$ cat src/pirq_pkg.sv
// Purpose: shared constants and carriers for the peripheral interrupt flag/enable/priority block
// Assumes: 32-bit axi4-lite register bus, one aligned word per register
// Notes: all offsets are byte addresses
package pirq_pkg;
   // ==========================================
   // register map
   localparam logic [7:0] PIRQ_OFS_FLAGS_ONE = 8'h00;
   localparam logic [7:0] PIRQ_OFS_FLAGS_TWO = 8'h04;
   localparam logic [7:0] PIRQ_OFS_ENABLES_ONE = 8'h08;
   localparam logic [7:0] PIRQ_OFS_ENABLES_TWO = 8'h0C;
   localparam logic [7:0] PIRQ_OFS_PRIORITY_ONE = 8'h10;
   localparam logic [7:0] PIRQ_OFS_PRIORITY_TWO = 8'h14;
   localparam logic [7:0] PIRQ_OFS_CONTROL = 8'h18;
   localparam logic [7:0] PIRQ_OFS_STATUS = 8'h1C;
   // ==========================================
   // reset values and masks
   localparam logic [7:0] PIRQ_FLAG_RESET = 8'h00;
   localparam logic [7:0] PIRQ_ENABLE_RESET = 8'h00;
   localparam logic [7:0] PIRQ_PRIORITY_RESET = 8'hFF;
   localparam logic [7:0] PIRQ_TWO_MASK = 8'hDF;
   localparam logic [7:0] PIRQ_PARPORT_MASK = 8'h7F;
   localparam logic [7:0] PIRQ_ALL_MASK = 8'hFF;
   // flags one: receive and transmit flags are read-only, owned by the serial port
   localparam logic [7:0] PIRQ_ONE_SW_MASK = 8'hCF;
   localparam logic [7:0] PIRQ_ONE_HW_MASK = 8'h30;
   // ==========================================
   // field positions
   localparam int PIRQ_BIT_CAPTURE_COMPARE_ONE = 2;
   localparam int PIRQ_BIT_TIMER2_COUNT = 1;
   localparam int PIRQ_BIT_TIMER1_COUNT = 0;
   localparam int PIRQ_BIT_OSCF = 7;
   localparam int PIRQ_BIT_CMP = 6;
   localparam int PIRQ_BIT_MEMW = 4;
   localparam int PIRQ_BIT_BCOL = 3;
   localparam int PIRQ_BIT_VDET = 2;
   localparam int PIRQ_BIT_TIMER3_COUNT = 1;
   localparam int PIRQ_BIT_CAPTURE_COMPARE_TWO = 0;
   localparam int PIRQ_CTL_PRIO_ON = 0;
   localparam int PIRQ_CTL_GATE_HIGH = 1;
   localparam int PIRQ_CTL_GATE_LOW = 2;
   localparam int PIRQ_CTL_VDIR = 3;
   localparam logic [3:0] PIRQ_CTL_MASK = 4'hF;
   localparam logic [1:0] PIRQ_RESP_OKAY = 2'h0;
   localparam logic [1:0] PIRQ_RESP_SLVERR = 2'h2;

   // capture/compare unit mode
   typedef enum logic [1:0] {
      PIRQ_CC_CAPTURE = 2'b00,
      PIRQ_CC_COMPARE = 2'b01,
      PIRQ_CC_PWM = 2'b10,
      PIRQ_CC_OFF = 2'b11
   } pirq_cc_mode_t;

   // peripheral event pulses, one cycle each
   typedef struct packed {
      logic parport_rw;
      logic converter_done;
      logic sync_serial_done;
      logic cc1_capture;
      logic cc1_compare;
      logic timer2_match;
      logic timer1_overflow;
      logic osc_failure;
      logic comparator_change;
      logic memory_write_done;
      logic bus_collision;
      logic voltage_rise;
      logic voltage_fall;
      logic timer3_overflow;
      logic cc2_capture;
      logic cc2_compare;
   } pirq_events_t;

   // serial port level flags
   typedef struct packed {
      logic receive_full;
      logic transmit_empty;
   } pirq_serial_t;
endpackage : pirq_pkg

$ cat src/pirq_flag_cell.sv
// Purpose: eight sticky request flags with software load
// Assumes: one clock, synchronous active-low reset
// Notes: hardware set wins over a software clear in the same cycle
`timescale 1ns/1ps
module pirq_flag_cell #(
   parameter logic [7:0] IMPL_MASK = 8'hFF
) (
   input wire logic aclk,
   input wire logic aresetn,
   input wire logic [7:0] set_bits,
   input wire logic sw_wr,
   input wire logic [7:0] sw_data,
   output logic [7:0] flags
);
   logic [7:0] flags_reg;
   logic [7:0] flags_next;

   assign flags_next = ((sw_wr ? sw_data : flags_reg) | set_bits) & IMPL_MASK;
   assign flags = flags_reg;

   always_ff @(posedge aclk) begin
      if (!aresetn) begin
         flags_reg <= pirq_pkg::PIRQ_FLAG_RESET;
      end else begin
         flags_reg <= flags_next;
      end
   end

   a_set_not_lost: assert property (@(posedge aclk) disable iff (!aresetn)
      (|(set_bits & IMPL_MASK)) |=> ((flags_reg & $past(set_bits) & IMPL_MASK) == ($past(set_bits) & IMPL_MASK)))
      else $error("flag set lost");
endmodule : pirq_flag_cell

$ cat src/pirq_irq_ctrl.sv
// Purpose: peripheral interrupt flags, enables and priorities behind axi4-lite
// Assumes: aclk 40 MHz, synchronous active-low aresetn, master keeps one write and one read outstanding
// Notes: requests to the core are levels from flip-flops
//
// Chosen here: the AXI4-Lite register port and the register addresses.
`timescale 1ns/1ps
module pirq_irq_ctrl #(
   parameter bit SMALL_PACKAGE = 1'b0
) (
   input wire logic aclk,
   input wire logic aresetn,
   input wire logic [7:0] s_axi_awaddr,
   input wire logic s_axi_awvalid,
   output logic s_axi_awready,
   input wire logic [31:0] s_axi_wdata,
   input wire logic [3:0] s_axi_wstrb,
   input wire logic s_axi_wvalid,
   output logic s_axi_wready,
   output logic [1:0] s_axi_bresp,
   output logic s_axi_bvalid,
   input wire logic s_axi_bready,
   input wire logic [7:0] s_axi_araddr,
   input wire logic s_axi_arvalid,
   output logic s_axi_arready,
   output logic [31:0] s_axi_rdata,
   output logic [1:0] s_axi_rresp,
   output logic s_axi_rvalid,
   input wire logic s_axi_rready,
   input wire pirq_pkg::pirq_events_t events,
   input wire pirq_pkg::pirq_serial_t serial_state,
   input wire pirq_pkg::pirq_cc_mode_t cc1_mode,
   input wire pirq_pkg::pirq_cc_mode_t cc2_mode,
   output logic irq_high,
   output logic irq_low
);
   localparam logic [7:0] ONE_MASK = SMALL_PACKAGE ? pirq_pkg::PIRQ_PARPORT_MASK : pirq_pkg::PIRQ_ALL_MASK;

   function automatic logic [7:0] pirq_lane0(input logic [31:0] d, input logic [3:0] s, input logic [7:0] old);
      pirq_lane0 = s[0] ? d[7:0] : old;
   endfunction : pirq_lane0

   // ==========================================
   // write channel
   logic aw_held_reg;
   logic w_held_reg;
   logic [7:0] awaddr_reg;
   logic [31:0] wdata_reg;
   logic [3:0] wstrb_reg;
   logic bvalid_reg;
   logic [1:0] bresp_reg;
   logic awready_reg;
   logic wready_reg;
   wire aw_fire = s_axi_awvalid && awready_reg;
   wire w_fire = s_axi_wvalid && wready_reg;
   wire wr_go = aw_held_reg && w_held_reg && !bvalid_reg;
   wire [7:0] wa = awaddr_reg;
   wire wr_flags1 = wr_go && (wa == pirq_pkg::PIRQ_OFS_FLAGS_ONE) && wstrb_reg[0];
   wire wr_flags2 = wr_go && (wa == pirq_pkg::PIRQ_OFS_FLAGS_TWO) && wstrb_reg[0];
   wire wr_en1 = wr_go && (wa == pirq_pkg::PIRQ_OFS_ENABLES_ONE);
   wire wr_en2 = wr_go && (wa == pirq_pkg::PIRQ_OFS_ENABLES_TWO);
   wire wr_pr1 = wr_go && (wa == pirq_pkg::PIRQ_OFS_PRIORITY_ONE);
   wire wr_pr2 = wr_go && (wa == pirq_pkg::PIRQ_OFS_PRIORITY_TWO);
   wire wr_ctl = wr_go && (wa == pirq_pkg::PIRQ_OFS_CONTROL);
   wire wa_known = (wa == pirq_pkg::PIRQ_OFS_FLAGS_ONE) || (wa == pirq_pkg::PIRQ_OFS_FLAGS_TWO)
      || (wa == pirq_pkg::PIRQ_OFS_ENABLES_ONE) || (wa == pirq_pkg::PIRQ_OFS_ENABLES_TWO)
      || (wa == pirq_pkg::PIRQ_OFS_PRIORITY_ONE) || (wa == pirq_pkg::PIRQ_OFS_PRIORITY_TWO)
      || (wa == pirq_pkg::PIRQ_OFS_CONTROL) || (wa == pirq_pkg::PIRQ_OFS_STATUS);

   always_ff @(posedge aclk) begin
      if (!aresetn) begin
         aw_held_reg <= 1'b0;
         w_held_reg <= 1'b0;
         awaddr_reg <= 8'h00;
         wdata_reg <= 32'h0000_0000;
         wstrb_reg <= 4'h0;
         bvalid_reg <= 1'b0;
         bresp_reg <= pirq_pkg::PIRQ_RESP_OKAY;
         awready_reg <= 1'b0;
         wready_reg <= 1'b0;
      end else begin
         awready_reg <= !aw_held_reg && !aw_fire && !bvalid_reg;
         wready_reg <= !w_held_reg && !w_fire && !bvalid_reg;
         if (aw_fire) begin
            aw_held_reg <= 1'b1;
            awaddr_reg <= s_axi_awaddr;
         end
         if (w_fire) begin
            w_held_reg <= 1'b1;
            wdata_reg <= s_axi_wdata;
            wstrb_reg <= s_axi_wstrb;
         end
         if (wr_go) begin
            aw_held_reg <= 1'b0;
            w_held_reg <= 1'b0;
            bvalid_reg <= 1'b1;
            bresp_reg <= wa_known ? pirq_pkg::PIRQ_RESP_OKAY : pirq_pkg::PIRQ_RESP_SLVERR;
         end else if (bvalid_reg && s_axi_bready) begin
            bvalid_reg <= 1'b0;
         end
      end
   end
   assign s_axi_awready = awready_reg;
   assign s_axi_wready = wready_reg;
   assign s_axi_bvalid = bvalid_reg;
   assign s_axi_bresp = bresp_reg;

   // ==========================================
   // enables, priorities, control
   logic [7:0] en1_reg;
   logic [7:0] en2_reg;
   logic [7:0] pr1_reg;
   logic [7:0] pr2_reg;
   logic [3:0] ctl_reg;
   wire [7:0] wbyte = wdata_reg[7:0];

   always_ff @(posedge aclk) begin
      if (!aresetn) begin
         en1_reg <= pirq_pkg::PIRQ_ENABLE_RESET;
         en2_reg <= pirq_pkg::PIRQ_ENABLE_RESET;
         pr1_reg <= pirq_pkg::PIRQ_PRIORITY_RESET & ONE_MASK;
         pr2_reg <= pirq_pkg::PIRQ_PRIORITY_RESET & pirq_pkg::PIRQ_TWO_MASK;
         ctl_reg <= 4'h0;
      end else begin
         // enable one, parallel port bit absent on small package
         if (wr_en1) begin
            en1_reg <= pirq_lane0(wdata_reg, wstrb_reg, en1_reg) & ONE_MASK;
         end
         // enable two, bit 5 kept zero
         if (wr_en2) begin
            en2_reg <= pirq_lane0(wdata_reg, wstrb_reg, en2_reg) & pirq_pkg::PIRQ_TWO_MASK;
         end
         if (wr_pr1) begin
            pr1_reg <= pirq_lane0(wdata_reg, wstrb_reg, pr1_reg) & ONE_MASK;
         end
         if (wr_pr2) begin
            pr2_reg <= pirq_lane0(wdata_reg, wstrb_reg, pr2_reg) & pirq_pkg::PIRQ_TWO_MASK;
         end
         if (wr_ctl && wstrb_reg[0]) begin
            ctl_reg <= wbyte[3:0] & pirq_pkg::PIRQ_CTL_MASK;
         end
      end
   end

   // ==========================================
   // flag setting
   wire prio_on = ctl_reg[pirq_pkg::PIRQ_CTL_PRIO_ON];
   wire gate_high = ctl_reg[pirq_pkg::PIRQ_CTL_GATE_HIGH];
   wire gate_low = ctl_reg[pirq_pkg::PIRQ_CTL_GATE_LOW];
   wire vdir_up = ctl_reg[pirq_pkg::PIRQ_CTL_VDIR];
   // unit one: compare in compare mode, capture in capture mode; nothing in pwm
   wire cc1_set = (cc1_mode == pirq_pkg::PIRQ_CC_COMPARE) && events.cc1_compare
      || (cc1_mode == pirq_pkg::PIRQ_CC_CAPTURE) && events.cc1_capture;
   // pwm mode leaves the flag untouched
   wire cc2_set = (cc2_mode == pirq_pkg::PIRQ_CC_CAPTURE) && events.cc2_capture
      || (cc2_mode == pirq_pkg::PIRQ_CC_COMPARE) && events.cc2_compare;
   // direction picked by the control bit
   wire vdet_set = vdir_up ? events.voltage_rise : events.voltage_fall;
   wire [7:0] set1;
   wire [7:0] set2;
   assign set1 = {events.parport_rw, events.converter_done, 2'h0, events.sync_serial_done,
      cc1_set, events.timer2_match, events.timer1_overflow} & ONE_MASK;
   assign set2 = {events.osc_failure, events.comparator_change, 1'h0, events.memory_write_done,
      events.bus_collision, vdet_set, events.timer3_overflow, cc2_set};

   logic [7:0] flags1_sw;
   logic [7:0] flags2;
   pirq_flag_cell #(
      .IMPL_MASK(pirq_pkg::PIRQ_ONE_SW_MASK & ONE_MASK)
   ) u_flags_one (
      .aclk(aclk),
      .aresetn(aresetn),
      .set_bits(set1),
      .sw_wr(wr_flags1),
      .sw_data(wbyte),
      .flags(flags1_sw)
   );
   pirq_flag_cell #(
      .IMPL_MASK(pirq_pkg::PIRQ_TWO_MASK)
   ) u_flags_two (
      .aclk(aclk),
      .aresetn(aresetn),
      .set_bits(set2),
      .sw_wr(wr_flags2),
      .sw_data(wbyte),
      .flags(flags2)
   );
   // serial flags follow the port's own buffer state, software cannot clear them
   wire [7:0] flags1 = flags1_sw | ({2'h0, serial_state.receive_full, serial_state.transmit_empty, 4'h0} &
      pirq_pkg::PIRQ_ONE_HW_MASK);

   // ==========================================
   // request combining
   wire [7:0] act1 = flags1 & en1_reg;
   wire [7:0] act2 = flags2 & en2_reg;
   wire any_act = |{act1, act2};
   wire any_high = |{act1 & pr1_reg, act2 & pr2_reg};
   wire any_low = |{act1 & ~pr1_reg, act2 & ~pr2_reg};
   wire req_high;
   wire req_low;
   // level mode select, single level needs both gates, high level needs gate_high, low level needs both gates, request
   assign req_high = prio_on ? (any_high && gate_high) : (any_act && gate_high && gate_low);
   assign req_low = prio_on && any_low && gate_high && gate_low;

   logic irq_high_reg;
   logic irq_low_reg;
   always_ff @(posedge aclk) begin
      if (!aresetn) begin
         irq_high_reg <= 1'b0;
         irq_low_reg <= 1'b0;
      end else begin
         irq_high_reg <= req_high;
         irq_low_reg <= req_low;
      end
   end
   assign irq_high = irq_high_reg;
   assign irq_low = irq_low_reg;

   // ==========================================
   // read channel
   logic arready_reg;
   logic rvalid_reg;
   logic [31:0] rdata_reg;
   logic [1:0] rresp_reg;
   wire ar_fire = s_axi_arvalid && arready_reg;
   wire [7:0] ra = s_axi_araddr;
   logic [7:0] rbyte;
   logic r_known;
   always_comb begin
      rbyte = 8'h00;
      r_known = 1'b1;
      unique case (ra)
         pirq_pkg::PIRQ_OFS_FLAGS_ONE: rbyte = flags1;
         pirq_pkg::PIRQ_OFS_FLAGS_TWO: rbyte = flags2;
         pirq_pkg::PIRQ_OFS_ENABLES_ONE: rbyte = en1_reg;
         pirq_pkg::PIRQ_OFS_ENABLES_TWO: rbyte = en2_reg;
         pirq_pkg::PIRQ_OFS_PRIORITY_ONE: rbyte = pr1_reg;
         pirq_pkg::PIRQ_OFS_PRIORITY_TWO: rbyte = pr2_reg;
         pirq_pkg::PIRQ_OFS_CONTROL: rbyte = {4'h0, ctl_reg};
         pirq_pkg::PIRQ_OFS_STATUS: rbyte = {6'h00, irq_low_reg, irq_high_reg};
         default: r_known = 1'b0;
      endcase
   end

   always_ff @(posedge aclk) begin
      if (!aresetn) begin
         arready_reg <= 1'b0;
         rvalid_reg <= 1'b0;
         rdata_reg <= 32'h0000_0000;
         rresp_reg <= pirq_pkg::PIRQ_RESP_OKAY;
      end else begin
         arready_reg <= !rvalid_reg && !ar_fire;
         if (ar_fire) begin
            rvalid_reg <= 1'b1;
            rdata_reg <= {24'h00_0000, rbyte};
            rresp_reg <= r_known ? pirq_pkg::PIRQ_RESP_OKAY : pirq_pkg::PIRQ_RESP_SLVERR;
         end else if (rvalid_reg && s_axi_rready) begin
            rvalid_reg <= 1'b0;
         end
      end
   end
   assign s_axi_arready = arready_reg;
   assign s_axi_rvalid = rvalid_reg;
   assign s_axi_rdata = rdata_reg;
   assign s_axi_rresp = rresp_reg;

   // ==========================================
   // checks
   // bit five stays zero
   a_bit5_zero: assert property (@(posedge aclk) disable iff (!aresetn)
      ((flags2 | en2_reg | pr2_reg) & ~pirq_pkg::PIRQ_TWO_MASK) == 8'h00)
      else $error("bit five set");
   a_single_gate: assert property (@(posedge aclk) disable iff (!aresetn)
      (!prio_on && !gate_low) |=> !irq_high_reg)
      else $error("request without peripheral gate");
   a_low_gate: assert property (@(posedge aclk) disable iff (!aresetn)
      irq_low_reg |-> $past(gate_low) && $past(gate_high) && $past(prio_on))
      else $error("low request gated");
   a_req_raise: assert property (@(posedge aclk) disable iff (!aresetn)
      (prio_on && gate_high && |{act1 & pr1_reg, act2 & pr2_reg}) |=> irq_high_reg)
      else $error("high request missing");
   // no low level in single mode
   a_no_low_single: assert property (@(posedge aclk) disable iff (!aresetn)
      !prio_on ##1 !prio_on |-> !irq_low_reg)
      else $error("low request in single mode");
   a_osc_flag: assert property (@(posedge aclk) disable iff (!aresetn)
      events.osc_failure |=> flags2[pirq_pkg::PIRQ_BIT_OSCF])
      else $error("osc flag not set");
   a_cmp_flag: assert property (@(posedge aclk) disable iff (!aresetn)
      events.comparator_change |=> flags2[pirq_pkg::PIRQ_BIT_CMP])
      else $error("comparator flag not set");
   a_memw_flag: assert property (@(posedge aclk) disable iff (!aresetn)
      events.memory_write_done |=> flags2[pirq_pkg::PIRQ_BIT_MEMW])
      else $error("memory write flag not set");
   a_t3_flag: assert property (@(posedge aclk) disable iff (!aresetn)
      events.timer3_overflow |=> flags2[pirq_pkg::PIRQ_BIT_TIMER3_COUNT])
      else $error("timer3 flag not set");
   a_vdet_dir: assert property (@(posedge aclk) disable iff (!aresetn)
      (!vdir_up && events.voltage_rise && !events.voltage_fall && !flags2[pirq_pkg::PIRQ_BIT_VDET] && !wr_flags2)
      |=> !flags2[pirq_pkg::PIRQ_BIT_VDET])
      else $error("voltage flag set on wrong direction");
   a_cc2_pwm: assert property (@(posedge aclk) disable iff (!aresetn)
      (cc2_mode == pirq_pkg::PIRQ_CC_PWM && !flags2[pirq_pkg::PIRQ_BIT_CAPTURE_COMPARE_TWO] && !wr_flags2)
      |=> !flags2[pirq_pkg::PIRQ_BIT_CAPTURE_COMPARE_TWO])
      else $error("unit two flag set in pwm");
   // pwm mode leaves unit one alone
   a_cc1_pwm: assert property (@(posedge aclk) disable iff (!aresetn)
      (cc1_mode == pirq_pkg::PIRQ_CC_PWM && !flags1[pirq_pkg::PIRQ_BIT_CAPTURE_COMPARE_ONE] && !wr_flags1)
      |=> !flags1[pirq_pkg::PIRQ_BIT_CAPTURE_COMPARE_ONE])
      else $error("unit one flag set in pwm");
   a_t2_flag: assert property (@(posedge aclk) disable iff (!aresetn)
      events.timer2_match |=> flags1[pirq_pkg::PIRQ_BIT_TIMER2_COUNT])
      else $error("timer2 flag not set");
   a_t1_flag: assert property (@(posedge aclk) disable iff (!aresetn)
      events.timer1_overflow |=> flags1[pirq_pkg::PIRQ_BIT_TIMER1_COUNT])
      else $error("timer1 flag not set");
   a_small_pkg: assert property (@(posedge aclk) disable iff (!aresetn)
      ((flags1 | en1_reg | pr1_reg) & ~ONE_MASK) == 8'h00)
      else $error("parallel bit on small package");
   a_sw_clear: assert property (@(posedge aclk) disable iff (!aresetn)
      (wr_flags2 && !wbyte[pirq_pkg::PIRQ_BIT_TIMER3_COUNT] && !set2[pirq_pkg::PIRQ_BIT_TIMER3_COUNT])
      |=> !flags2[pirq_pkg::PIRQ_BIT_TIMER3_COUNT])
      else $error("flag not cleared");
endmodule : pirq_irq_ctrl

$ cat config.mk
export PLATFORM = sky130hd
export DESIGN_NAME = pirq_irq_ctrl
export DESIGN_NICKNAME = d
export VERILOG_FILES = /design/src/pirq_pkg.sv /design/src/pirq_flag_cell.sv /design/src/pirq_irq_ctrl.sv
export SDC_FILE = /design/constraint.sdc
export NUM_CORES = 1
export LEC_CHECK = 0
export BUFFER_PORTS_ARGS = -buffer_cell sky130_fd_sc_hd__buf_2
export CELL_PAD_IN_SITES_DETAIL_PLACEMENT = 0
export CELL_PAD_IN_SITES_GLOBAL_PLACEMENT = 2
export CORE_ASPECT_RATIO = 1.2
export CORE_MARGIN = 2
export CORE_UTILIZATION = 30
export CTS_BUF_LIST = sky130_fd_sc_hd__clkbuf_8
export CTS_CLUSTER_DIAMETER = 50
export DETAILED_ROUTE_END_ITERATION = 7
export GPL_ROUTABILITY_DRIVEN = 1
export PLACE_DENSITY_LB_ADDON = 0.1
export REMOVE_ABC_BUFFERS = 1
export SETUP_SLACK_MARGIN = 0.5
export SYNTH_ARGS = -nofsm -noshare
export SYNTH_HDL_FRONTEND = slang
export SYNTH_SLANG_ARGS = --single-unit
$ cat constraint.sdc
create_clock -name aclk -period 2.4 [get_ports aclk]
set_clock_uncertainty 0.2 [all_clocks]
set_input_delay 0.24 -clock aclk [delete_from_list [all_inputs] [get_ports aclk]]
set_output_delay 0.24 -clock aclk [all_outputs]
set_load 0.005 [all_outputs]
# Word level (Yosys, flattened, before mapping)
# Index checks and enable logic that the tools add are counted.
# W data, S select, Z words.
[totals] output_inout_bits=43 elab_cells=127 ff_bits=88 in_bits=81
[classes] eq_ne=16 reduce_logical=63 n_mux=12 bitwise=12
[ops] op="$eq A8 B5 Y1 const B" count=8
[ops] op="$pmux W8 S8" count=1
[ops] op="$and A8 B8 Y8" count=6
[ops] op="$reduce_or A16 Y1" count=3
[ops] op="$eq A8 B4 Y1 const B" count=4
[ops] op="$logic_and A1 B1 Y1" count=32
[ops] op="$eq A8 B3 Y1 const B" count=2
[ops] op="$logic_not A8 Y1" count=2
[ops] op="$mux W8" count=2
[ops] op="$not A8 Y8" count=2
[ops] op="$or A8 B8 Y8" count=2
[ops] op="$logic_or A1 B1 Y1" count=9
[ops] op="$or A8 B6 Y8" count=1
[ops] op="$reduce_and A2 Y1" count=4
[ops] op="$reduce_or A8 Y1" count=1
[ops] op="$logic_not A1 Y1" count=7
[ops] op="$mux W1" count=7
[ops] op="$eq A2 B1 Y1 const B" count=2
[ops] op="$logic_not A2 Y1" count=2
[ops] op="$mux W2" count=2
[ops] op="$reduce_bool A2 Y1" count=2
[ops] op="$reduce_or A2 Y1" count=1
[ops] op="$not A1 Y1" count=1

# Depth between registers and ports, before layout
# Gate-level depths: netlist of run 1.
[depth] word_depth=9 ltp_mapped=6 ltp_nobuf=5

# Modules after synthesis
# A second synthesis of run 1 with hierarchy kept.
[unflattened] cells_unflattened=456 area_unflattened_um2=4226.6
[by_module_without_submodules] module="pirq_irq_ctrl" cells_each=410 n_inst=1 area_per_inst_um2=3621.0
[by_module_without_submodules] module="pirq_flag_cell (u_flags_two)" cells_each=24 n_inst=1 area_per_inst_um2=320.3
[by_module_without_submodules] module="pirq_flag_cell (u_flags_one)" cells_each=22 n_inst=1 area_per_inst_um2=285.3

# Least setup slack after synthesis of run 1
# OpenSTA, ideal clock, no wires.
[synth_path] path_kind="flip-flop to flip-flop" from="register awaddr_reg[5]" to="register pr2_reg[3]" n_path_buf=0 period_less_slack_ps=1776 path_stages_with_launch=6 t_arrival_ps=1446 required_time_ps=2071 setup_slack_ps=624 setup_ps=129 path_cell_list="dfxtp_1 > or3_4 > nor2_1 > nand3_2 > mux2i_1 > nand2_1"
[synth_between] elab_chain_len=3
[synth_lines] element="start, declared" line="pirq_irq_ctrl.sv:46" text="logic [7:0] awaddr_reg;"
[synth_lines] element="start signal, assigned" line="pirq_irq_ctrl.sv:85" text="awaddr_reg <= s_axi_awaddr;"
[synth_lines] element="$eq A8 B5 Y1" line="pirq_irq_ctrl.sv:62" text="wire wr_pr2 = wr_go && (wa == pirq_pkg::PIRQ_OFS_PRIORITY_TWO);"
[synth_lines] element="$logic_and A1 B1 Y1" line="pirq_irq_ctrl.sv:62"
[synth_lines] element="$reduce_and A2 Y1 (no source line)"
[synth_lines] element="end signal, assigned" line="pirq_irq_ctrl.sv:121" text="pr2_reg <= pirq_pkg::PIRQ_PRIORITY_RESET & pirq_pkg::PIRQ_TWO_MASK;"
[synth_lines] element="end signal, assigned" line="pirq_irq_ctrl.sv:136" text="pr2_reg <= pirq_lane0(wdata_reg, wstrb_reg, pr2_reg) & pirq_pkg::PIRQ_TWO_MASK;"
[synth_lines] element="end, declared" line="pirq_irq_ctrl.sv:112" text="logic [7:0] pr2_reg;"
# No other way between the ends.
# A chain may end at the register's enable or synchronous reset.

# Worst setup path after layout of run 1
[layout_path] from="register awaddr_reg[5]" to="register en2_reg[3]"
[layout_between] elab_chain_len=3
[layout_lines] element="$eq A8 B4 Y1" line="pirq_irq_ctrl.sv:60" text="wire wr_en2 = wr_go && (wa == pirq_pkg::PIRQ_OFS_ENABLES_TWO);"
[layout_lines] element="$logic_and A1 B1 Y1" line="pirq_irq_ctrl.sv:60"
[layout_lines] element="$reduce_and A2 Y1 (no source line)"
[layout_lines] element="end signal, assigned" line="pirq_irq_ctrl.sv:119" text="en2_reg <= pirq_pkg::PIRQ_ENABLE_RESET;"
[layout_lines] element="end signal, assigned" line="pirq_irq_ctrl.sv:130" text="en2_reg <= pirq_lane0(wdata_reg, wstrb_reg, en2_reg) & pirq_pkg::PIRQ_TWO_MASK;"
[layout_lines] element="end, declared" line="pirq_irq_ctrl.sv:110" text="logic [7:0] en2_reg;"
# No other way between the ends.

==> results.sh, run 1 <==
export IMPL_stdcell_count=741
export IMPL_grt_pass1_vias=3391
export IMPL_syn_inst=470
export IMPL_grt_setup_unrepaired="true"
export IMPL_finalNetCount=652
export IMPL_yosysUniqueCellTypes=42
export IMPL_grt_max_degree=72
export IMPL_wire_per_inst_um=15.7
export IMPL_fin_tns_setup_ps=0
export IMPL_ctsLongestPathBuffers=2
export IMPL_critPathLaunchType="flip-flop"
export IMPL_cts_tree="built"
export IMPL_yosys_area_top_type="dfxtp_1"
export IMPL_vias=3624
export IMPL_syn_to_final_growth_pct=24.9
export IMPL_tightest_slew_ps=567
export IMPL_row_count=46
export IMPL_fin_crit_sh=0.775
export IMPL_cts_buffers=9
export IMPL_layout_setup_ws_ps=539
export IMPL_antenna_found_initial=1
export IMPL_hold_depth=3
export IMPL_ioPinCount=124
export IMPL_fin_crit_ps=1860
export IMPL_synth_edf_count=0
export IMPL_synth_top_area_share=0.419
export IMPL_r2r_cells=7
export IMPL_drt_total_wl_um=11700
export IMPL_dpl_cell_area_um2=4420
export IMPL_finalSetupViolCount=0
export IMPL_relSlewSlack=0.618
export IMPL_synth_area_top_cells="dfxtp_1 (42%), nand2_1 (9.9%), mux2i_1 (7.1%)"
export IMPL_grt_pass1_wl_um=17900
export IMPL_grt_usage=0.166
export IMPL_regArea_um2=1660
export IMPL_clock_latency_ps=350
export IMPL_final_cell_mix="nand2_1 (102), dfxtp_1 (83), buf_2 (71), nand3_1 (37), a21boi_0 (32)"
export IMPL_nFillCells=1408
export IMPL_critPathKind="reg2reg"
export IMPL_port_buffers=70
export IMPL_status="complete, no violations"
export IMPL_dp_cells=696
export IMPL_hpwl_um=8830
export IMPL_ir_drop_mv=0.203
export IMPL_dieHeight_um=130
export IMPL_cts_sinks=83
export IMPL_drt_iter0_markers=172
export IMPL_cap_violations=0
export IMPL_required_ps=2440
export IMPL_path_clk_slew_ps=80
export IMPL_yosysSeqAreaShare=0.419
export IMPL_fp_dieW_um=109
export IMPL_start_util=0.303
export IMPL_core_area_um2=13100
export IMPL_multi_input_area_um2=2150
export IMPL_drive_above_1_share=0.195
export IMPL_power_density_nw_per_um2=552
export IMPL_p_total_mw=2.73
export IMPL_crit_arrival_ps=1900
export IMPL_diodes=0
export IMPL_vias_per_cell=4.89
export IMPL_finalHoldViolations=0
export IMPL_synth_area_um2=3970
export IMPL_utilization=0.379
export IMPL_final_common_cell="nand2_1"
export IMPL_htreeDepth=3
export IMPL_fmax_mhz=537
export IMPL_synth_area_per_cell_um2=8.44
export IMPL_synth_ff_latch_count=83
export IMPL_drc=0
export IMPL_path_max_fanout=14
export IMPL_end_kind="flip-flop"
export IMPL_hp_class="in2reg"
export IMPL_fin_hold_ws_ps=19.3
export IMPL_post_place_ws_ps=402
export IMPL_leakage_nw=2.04
export IMPL_async_reset_ff_frac=0
export IMPL_antenna_left=0
export IMPL_drv_slew=0
export IMPL_stdcell_area_um2=4950
export IMPL_grt_overflow_total=0
export IMPL_firstDrtPassIters=5
export IMPL_cts_root_buf="clkbuf_8"
export IMPL_globalplace_congestion=0.806
export IMPL_ys_dominant_reg_cell="dfxtp_1"
export IMPL_yosys_warnings=0
export IMPL_fp_dieArea_um2=14200
[worst max-delay path: stages, from the launching register on]
cell and delay (ps):
dfxtp_1 320, or3_4 430, nor3_4 180, buf_4 150
nand4_1 90, buf_4 210, nand3_1 90, o21ai_0 80
[area by class of cell]
cell class,count,share of cell area
multi-input combinational,365,0.435
tap,168,0.0424
sequential,83,0.335
inverter,1,0.000758
clock buffer,10,0.0278
clock inverter,3,0.00859
timing repair buffer,111,0.150
[cells in the mapped netlist, types with 2 or more instances]
cell type    n
a221oi_1     5
nor4b_1      3
buf_4       26
nor4_1       3
nor3_1       4
a22oi_1      3
nand2_1    105
clkbuf_1    12
nand2b_1     4
a21boi_0    32
and3_1       5
or2_2        2
o22ai_1      9
o211ai_1     2
nand3_1     38
and2_1       4
a31oi_1     12
nor2b_1      4
mux2i_1     28
mux4_2       3
a211oi_1     2
nand4_1     10
dfxtp_1     83
o21ai_0     28
buf_2        7
a21oi_1      8
nor2_1      13
[power breakdown]
part | internal (mW) | switching (mW) | leakage (nW)
logic | 0.138 | 0.142 | 1.27
clock network | 0.491 | 0.494 | 0.0955
registers | 1.42 | 0.0516 | 0.677
total | 2.05 | 0.687 | 2.04
[kinds of logic (layout without fill, tap and decap cells)]
| logic type | Yosys count | count (layout) | synth area share |
|---|---|---|---|
| AO/OA/AOI/OAI | 103 | 103 | 0.167 |
| buffers and inverters | 47 | 125 | 0.0713 |
| flip-flops | 83 | 83 | 0.419 |
| multiplexers | 31 | 31 | 0.0877 |
| other | 1 | 26 | 0.000946 |
| AND/OR/NAND/NOR | 205 | 205 | 0.254 |
[repair_timing]
item                       CTS  global route
cloned                       0             1
hold endpoints to repair    29             0
pin swaps                    0             1
gates resized for setup      4             6
hold buffers                29             0
buffers inserted             0             2
setup endpoints to repair   19            20
[layer usage]
layer | up-vias | track usage | wire length (um)
li1 | 1831 | - | -
met1 | 1664 | 0.216 | 5400
met2 | 112 | 0.270 | 5490
met3 | 15 | 0.0325 | 549
met4 | 2 | 0.0649 | 204
met5 | - | 0 | 16
[worst paths after layout]
check | end | slack, ps | from
worst max-delay path | en2_reg[3] | 540 | awaddr_reg[5]
worst min register to register | s_axi_rdata[3] | 250 | s_axi_rdata[3]
worst max register to register | en2_reg[3] | 540 | awaddr_reg[5]
worst min-delay path | s_axi_rvalid | 20 | s_axi_arvalid
Power figures use the tool's default switching activity.
==> inputs of run 2 (changes only) <==
- ABC_AREA: default -> 1
- CORE_UTILIZATION: 30 -> 28
- clock period: 2.4 -> 1.75 ns (I/O delays scaled with it)
==> run 2 against run 1 <==
Net effect:
- the flow now finishes with violations (hold timing)
- cell count grew 33%
- utilization grew 3.3 points
- via count increased by 20%
- flip-flop and latch count did not move
- non-clock buffer count up 39
- count of clock-buffer cells in the layout unchanged
- critical path depth is 2 higher
- total power up 48%
- final area grew 23%
- synthesized area grew 6.3%
- critical endpoint is now pr1_reg[7]
- largest power group unchanged
- highest routed layer is now met4
==> results.sh, run 2 <==
export IMPL_status="complete, but fails checks"
export IMPL_violations="hold timing"
export IMPL_fin_hold_ws_ps=-55.6
export IMPL_reg2reg_to="pr1_reg[7]"
export IMPL_highest_layer="met4"
export IMPL_ioPinCount=124
export IMPL_drive_above_1_share=0.315
export IMPL_required_ps=1810
export IMPL_r2r_cells=9
export IMPL_cts_buffers=9
export IMPL_grt_setup_unrepaired="true"
export IMPL_yosysUniqueCellTypes=27
export IMPL_dp_cells=904
export IMPL_vias_per_cell=4.41
export IMPL_fp_dieArea_um2=16100
export IMPL_reg2reg_slack_ps=170
export IMPL_hold_depth=4
export IMPL_synth_ff_latch_count=83
export IMPL_core_area_um2=14800
export IMPL_grt_max_degree=69
export IMPL_postCtsHoldBufs=37
export IMPL_ys_dominant_reg_cell="dfxtp_1"
export IMPL_fin_tns_setup_ps=0
export IMPL_wl_met1_um=6030
export IMPL_syn_to_final_growth_pct=44.9
export IMPL_cts_root_buf="clkbuf_8"
export IMPL_globalplace_congestion=0.859
export IMPL_yosys_area_top_type="dfxtp_1"
export IMPL_drt_iter0_markers=165
export IMPL_htreeDepth=3
export IMPL_path_max_fanout=8
export IMPL_final_common_cell="nand2_1"
export IMPL_async_reset_ff_frac=0
export IMPL_fin_crit_sh=0.900
export IMPL_ys_top_cells_by_count="nand2_1 (159), dfxtp_1 (83), nor2_1 (82)"
export IMPL_grt_pass1_wl_um=21300
export IMPL_crit_arrival_ps=1630
export IMPL_leakage_nw=2.99
export IMPL_cts_tree="built"
export IMPL_wl_met2_um=7050
export IMPL_hold_end="s_axi_rvalid"
export IMPL_fp_dieW_um=116
export IMPL_path_common_cell="nand2_4"
export IMPL_clock_latency_ps=380
export IMPL_grt_overflow_total=0
export IMPL_multi_input_area_um2=2490
export IMPL_antenna_left=0
export IMPL_synth_area_per_cell_um2=6.65
export IMPL_wl_met3_um=584
export IMPL_hold_path_startpoint="s_axi_arvalid"
export IMPL_drc=0
export IMPL_grt_pass1_vias=4090
export IMPL_syn_inst=634
export IMPL_layout_setup_ws_ps=174
export IMPL_fmax_mhz=635
export IMPL_synth_area_top_cells="dfxtp_1 (39%), nand2_1 (14%), nand3_1 (8.4%)"
export IMPL_diodes=0
export IMPL_final_cell_mix="nand2_1 (120), nor2_1 (78), buf_2 (70), inv_1 (58), nand3_1 (57)"
export IMPL_ctsLongestPathBuffers=2
export IMPL_port_buffers=70
export IMPL_power_density_nw_per_um2=661
export IMPL_synth_most_common_cell="nand2_1"
export IMPL_end_kind="flip-flop"
export IMPL_r2r_start="awaddr_reg[1]"
export IMPL_slowest_delay_ps=320
export IMPL_synth_edf_count=0
export IMPL_finalHoldViolations=2
export IMPL_fin_crit_ps=1580
export IMPL_yosysSeqAreaShare=0.394
export IMPL_regArea_um2=1700
export IMPL_hpwl_um=9930
export IMPL_slowest_stage="dfxtp_2"
export IMPL_drv_slew=0
export IMPL_critPathLaunchType="flip-flop"
export IMPL_hp_class="in2reg"
export IMPL_nFillCells=1614
export IMPL_post_place_ws_ps=54.9
export IMPL_antenna_found_initial=0
export IMPL_ir_drop_mv=0.374
export IMPL_drt_total_wl_um=13800
export IMPL_cap_violations=0
export IMPL_start_util=0.284
export IMPL_synth_top_area_share=0.394
export IMPL_critPathKind="reg2reg"
export IMPL_path_cells="inv_2 > nand2_4 > nor2_4 > nand2_4 > inv_6 > nand3_4 > buf_12 > nand2_1 > o211ai_1"
export IMPL_wire_per_inst_um=14.0
export IMPL_cts_sinks=83
export IMPL_row_count=49
export IMPL_path_clk_slew_ps=80
export IMPL_dieHeight_um=138
export IMPL_yosys_warnings=0
export IMPL_firstDrtPassIters=4
export IMPL_stdcell_count=984
export IMPL_synth_area_um2=4220
export IMPL_finalNetCount=857
export IMPL_vias=4335
export IMPL_grt_usage=0.175
export IMPL_finalSetupViolCount=0
## run 2: through the flow
stage	util	total power, mW	instance area [um2]
after floorplan	-	2.26	4030
after global placement	0.324	2.44	4800
after detailed placement	0.324	2.45	4800
after CTS	0.391	4.03	5800
after global routing	0.412	4.25	6110
final	0.412	4.04	6110
## run 2: worst max-delay path by stage
stage | depth (start not counted) | start | end | slack (ps)
after floorplan | 8 | aw_held_reg | en2_reg[0] | -30
after global placement | 9 | s_axi_bvalid | u_flags_two.flags[7] | 90
after detailed placement | 9 | s_axi_bvalid | u_flags_two.flags[4] | 50
after CTS | 8 | s_axi_bvalid | pr2_reg[4] | 210
after global routing | 9 | awaddr_reg[1] | pr1_reg[4] | 100
final | 9 | awaddr_reg[1] | pr1_reg[7] | 170
## run 2: cells by family (layout without fill, tap and decap cells)
kind of cell	Yosys count	after routing	synth area share
and+or+nand+nor	341	341	0.351
buffers and inverters	115	236	0.129
AOI/OAI and AO/OA	93	93	0.123
DFF	83	83	0.394
other	1	26	0.000890
muxes	1	1	0.00237
## run 2: area by class of cell
class,instances,share of cell area
flip-flops and latches,83,0.279
clock inverters,5,0.00901
inverters,71,0.0469
well taps,204,0.0418
multi-input cells,461,0.407
clock buffers,10,0.0225
repair buffers,150,0.194
## run 2: report_power, final
group	leakage (nW)	internal [mW]	total, mW	switching [mW]
clock	0.0995	0.685	1.41	0.729
sequential	0.689	1.96	2.05	0.0877
combinational	2.20	0.269	0.576	0.307
total	2.99	2.91	4.04	1.12
## run 2: what timing repair did
action / CTS / global route
buffers inserted: 16 / 11
resized for setup: 94 / 61
pin swaps: 25 / 26
hold endpoints to repair: 35 / 2
setup endpoints to repair: 77 / 72
cloned: 0 / 1
## run 2: layer usage
metal	vias up	track usage
met5	-	0
met4	0	0.0595
met3	13	0.0351
met2	97	0.298
met1	1948	0.217
li1	2277	-
## run 2: worst max-delay path, delay by kind of cell (launching register included)
kind,cells,cell delay [ps]
buffers and inverters,3,320
DFF,1,320
AOI/OAI and AO/OA,1,80
and+or+nand+nor,5,520
==> inputs of run 3 (changes only) <==
- ABC_AREA: 1 -> default
- CORE_UTILIZATION: 28 -> 30
==> run 3 against run 2 <==
Net effect:
- the flow finishes with violations (hold timing, setup timing)
- count of clock-buffer cells in the layout increased by 1
- routed wire length decreased by 9.9%
- critical path depth decreased by 1
- sequential power decreased by 2%
- sequential share of layout area increased by 2.3 points
- via count decreased by 12%
- first-iteration DRC count decreased by 8.5%
- combinational power decreased by 17%
- cell count decreased by 20%
- flip-flop and latch count unchanged
- highest routed layer unchanged
==> results.sh, run 3 (synthesis results as in run 1) <==
export IMPL_required_ps=1800
export IMPL_globalplace_congestion=0.838
export IMPL_fp_dieW_um=109
export IMPL_grt_overflow_total=0
export IMPL_post_place_ws_ps=-21.4
export IMPL_cts_tree="built"
export IMPL_status="complete, but fails checks"
export IMPL_grt_usage=0.181
export IMPL_finalHoldViolations=1
export IMPL_power_density_nw_per_um2=702
export IMPL_critPathKind="reg2reg"
export IMPL_row_count=46
export IMPL_ctsLongestPathBuffers=2
export IMPL_grt_max_degree=58
export IMPL_stdcell_area_um2=5650
export IMPL_dieHeight_um=130
export IMPL_cap_violations=0
export IMPL_diodes=0
export IMPL_critPathLaunchType="flip-flop"
export IMPL_drt_total_wl_um=12400
export IMPL_cts_root_buf="clkbuf_8"
export IMPL_drive_above_1_share=0.355
export IMPL_layout_setup_ws_ps=-29.3
export IMPL_grt_pass1_vias=3713
export IMPL_ir_drop_mv=0.302
export IMPL_path_cells="or3_4 > nor3_4 > buf_4 > buf_6 > nand2_2 > buf_6 > nand2_1 > a21boi_0"
export IMPL_clock_latency_ps=360
export IMPL_slowest_stage="or3_4"
export IMPL_htreeDepth=3
export IMPL_cts_sinks=83
export IMPL_cts_buffers=9
export IMPL_postCtsHoldBufs=32
export IMPL_path_clk_slew_ps=90
export IMPL_start_util=0.303
export IMPL_firstDrtPassIters=4
export IMPL_final_cell_mix="nand2_1 (96), buf_2 (67), dfxtp_1 (56), nand3_1 (36), dlygate4sd3_1 (32)"
export IMPL_ioPinCount=124
export IMPL_grt_pass1_wl_um=19400
export IMPL_violations="hold timing, setup timing"
export IMPL_drt_iter0_markers=151
export IMPL_fmax_mhz=562
export IMPL_wire_per_inst_um=15.9
export IMPL_fin_hold_ws_ps=-50.2
export IMPL_path_max_fanout=6
export IMPL_crit_arrival_ps=1830
export IMPL_fin_crit_ps=1780
export IMPL_port_buffers=70
export IMPL_hp_class="in2reg"
export IMPL_grt_setup_unrepaired="true"
export IMPL_final_common_cell="nand2_1"
export IMPL_finalSetupViolCount=8
export IMPL_fin_crit_sh=1.02
export IMPL_antenna_left=0
export IMPL_worst_path_buf_inv=3
export IMPL_core_area_um2=13100
export IMPL_vias=3814
export IMPL_syn_to_final_growth_pct=42.4
export IMPL_drc=0
export IMPL_dpl_cell_area_um2=4660
export IMPL_hpwl_um=9380
export IMPL_antenna_found_initial=0
export IMPL_fp_dieArea_um2=14200
export IMPL_finalNetCount=693
export IMPL_utilization=0.432
export IMPL_fin_tns_setup_ps=-113
export IMPL_drv_slew=0
export IMPL_slowest_delay_ps=410
export IMPL_path_common_cell="buf_6"
export IMPL_leakage_nw=2.34
export IMPL_cpLargestDelayFamily="simple AND/OR/NAND/NOR gates"
export IMPL_end_kind="flip-flop"
export IMPL_vias_per_cell=4.86
[run 3: layout make-up]
class | count | area (um2)
tap | 168 | 210
clock buffer | 11 | 151
clock inverter | 5 | 60.1
fill | 1369 | 7420
timing repair buffer | 152 | 1180
sequential | 83 | 1710
inverter | 1 | 3.75
multi-input combinational | 365 | 2340
[run 3: power breakdown]
part           leakage, nW  total, mW  switching, mW  internal [mW]
combinational         1.55      0.479          0.234          0.244
clock                0.106       1.49          0.744          0.743
sequential           0.683       2.00         0.0582           1.94
[run 3: path summary, 6_finish.rpt]
| kind | from | to | slack [ps] | cells after the start |
|---|---|---|---|---|
| worst min-delay path | s_axi_arvalid | s_axi_rvalid | -50 | 3 |
| worst max-delay path | awaddr_reg[5] | u_flags_two.flags[7] | -30 | 8 |
| worst min register to register | s_axi_rvalid | s_axi_arready | 230 | 1 |
| worst max register to register | awaddr_reg[5] | u_flags_two.flags[7] | -30 | 8 |
[run 3: stage by stage]
step           instances  power (mW)
5_1_grt              785        4.14
4_1_cts              781        3.99
2_1_floorplan        449        2.19
3_3_place_gp         726        2.42
6_report             785        3.97
3_5_place_dp         726        2.43
[run 3: tightest hold or removal path, cell delays in order]
cell and delay (ps):
buf_2 110, nand2_1 100, a21boi_0 80
[run 3: layer usage]
metal  up-vias  global-route usage  share of wire
met5         -                   0              0
met4         0              0.0633          0.019
met3        15              0.0320          0.045
met2       104               0.307           0.48
met1      1777               0.230           0.46
li1       1918                   -              -
[run 3: repair_timing]
action	4_1_cts	5_1_grt
setup buffers	6	3
pin swaps	19	18
endpoints found under the hold margin	31	1
cloned	1	1
endpoints found under the setup margin	69	73
gates resized for setup	88	38
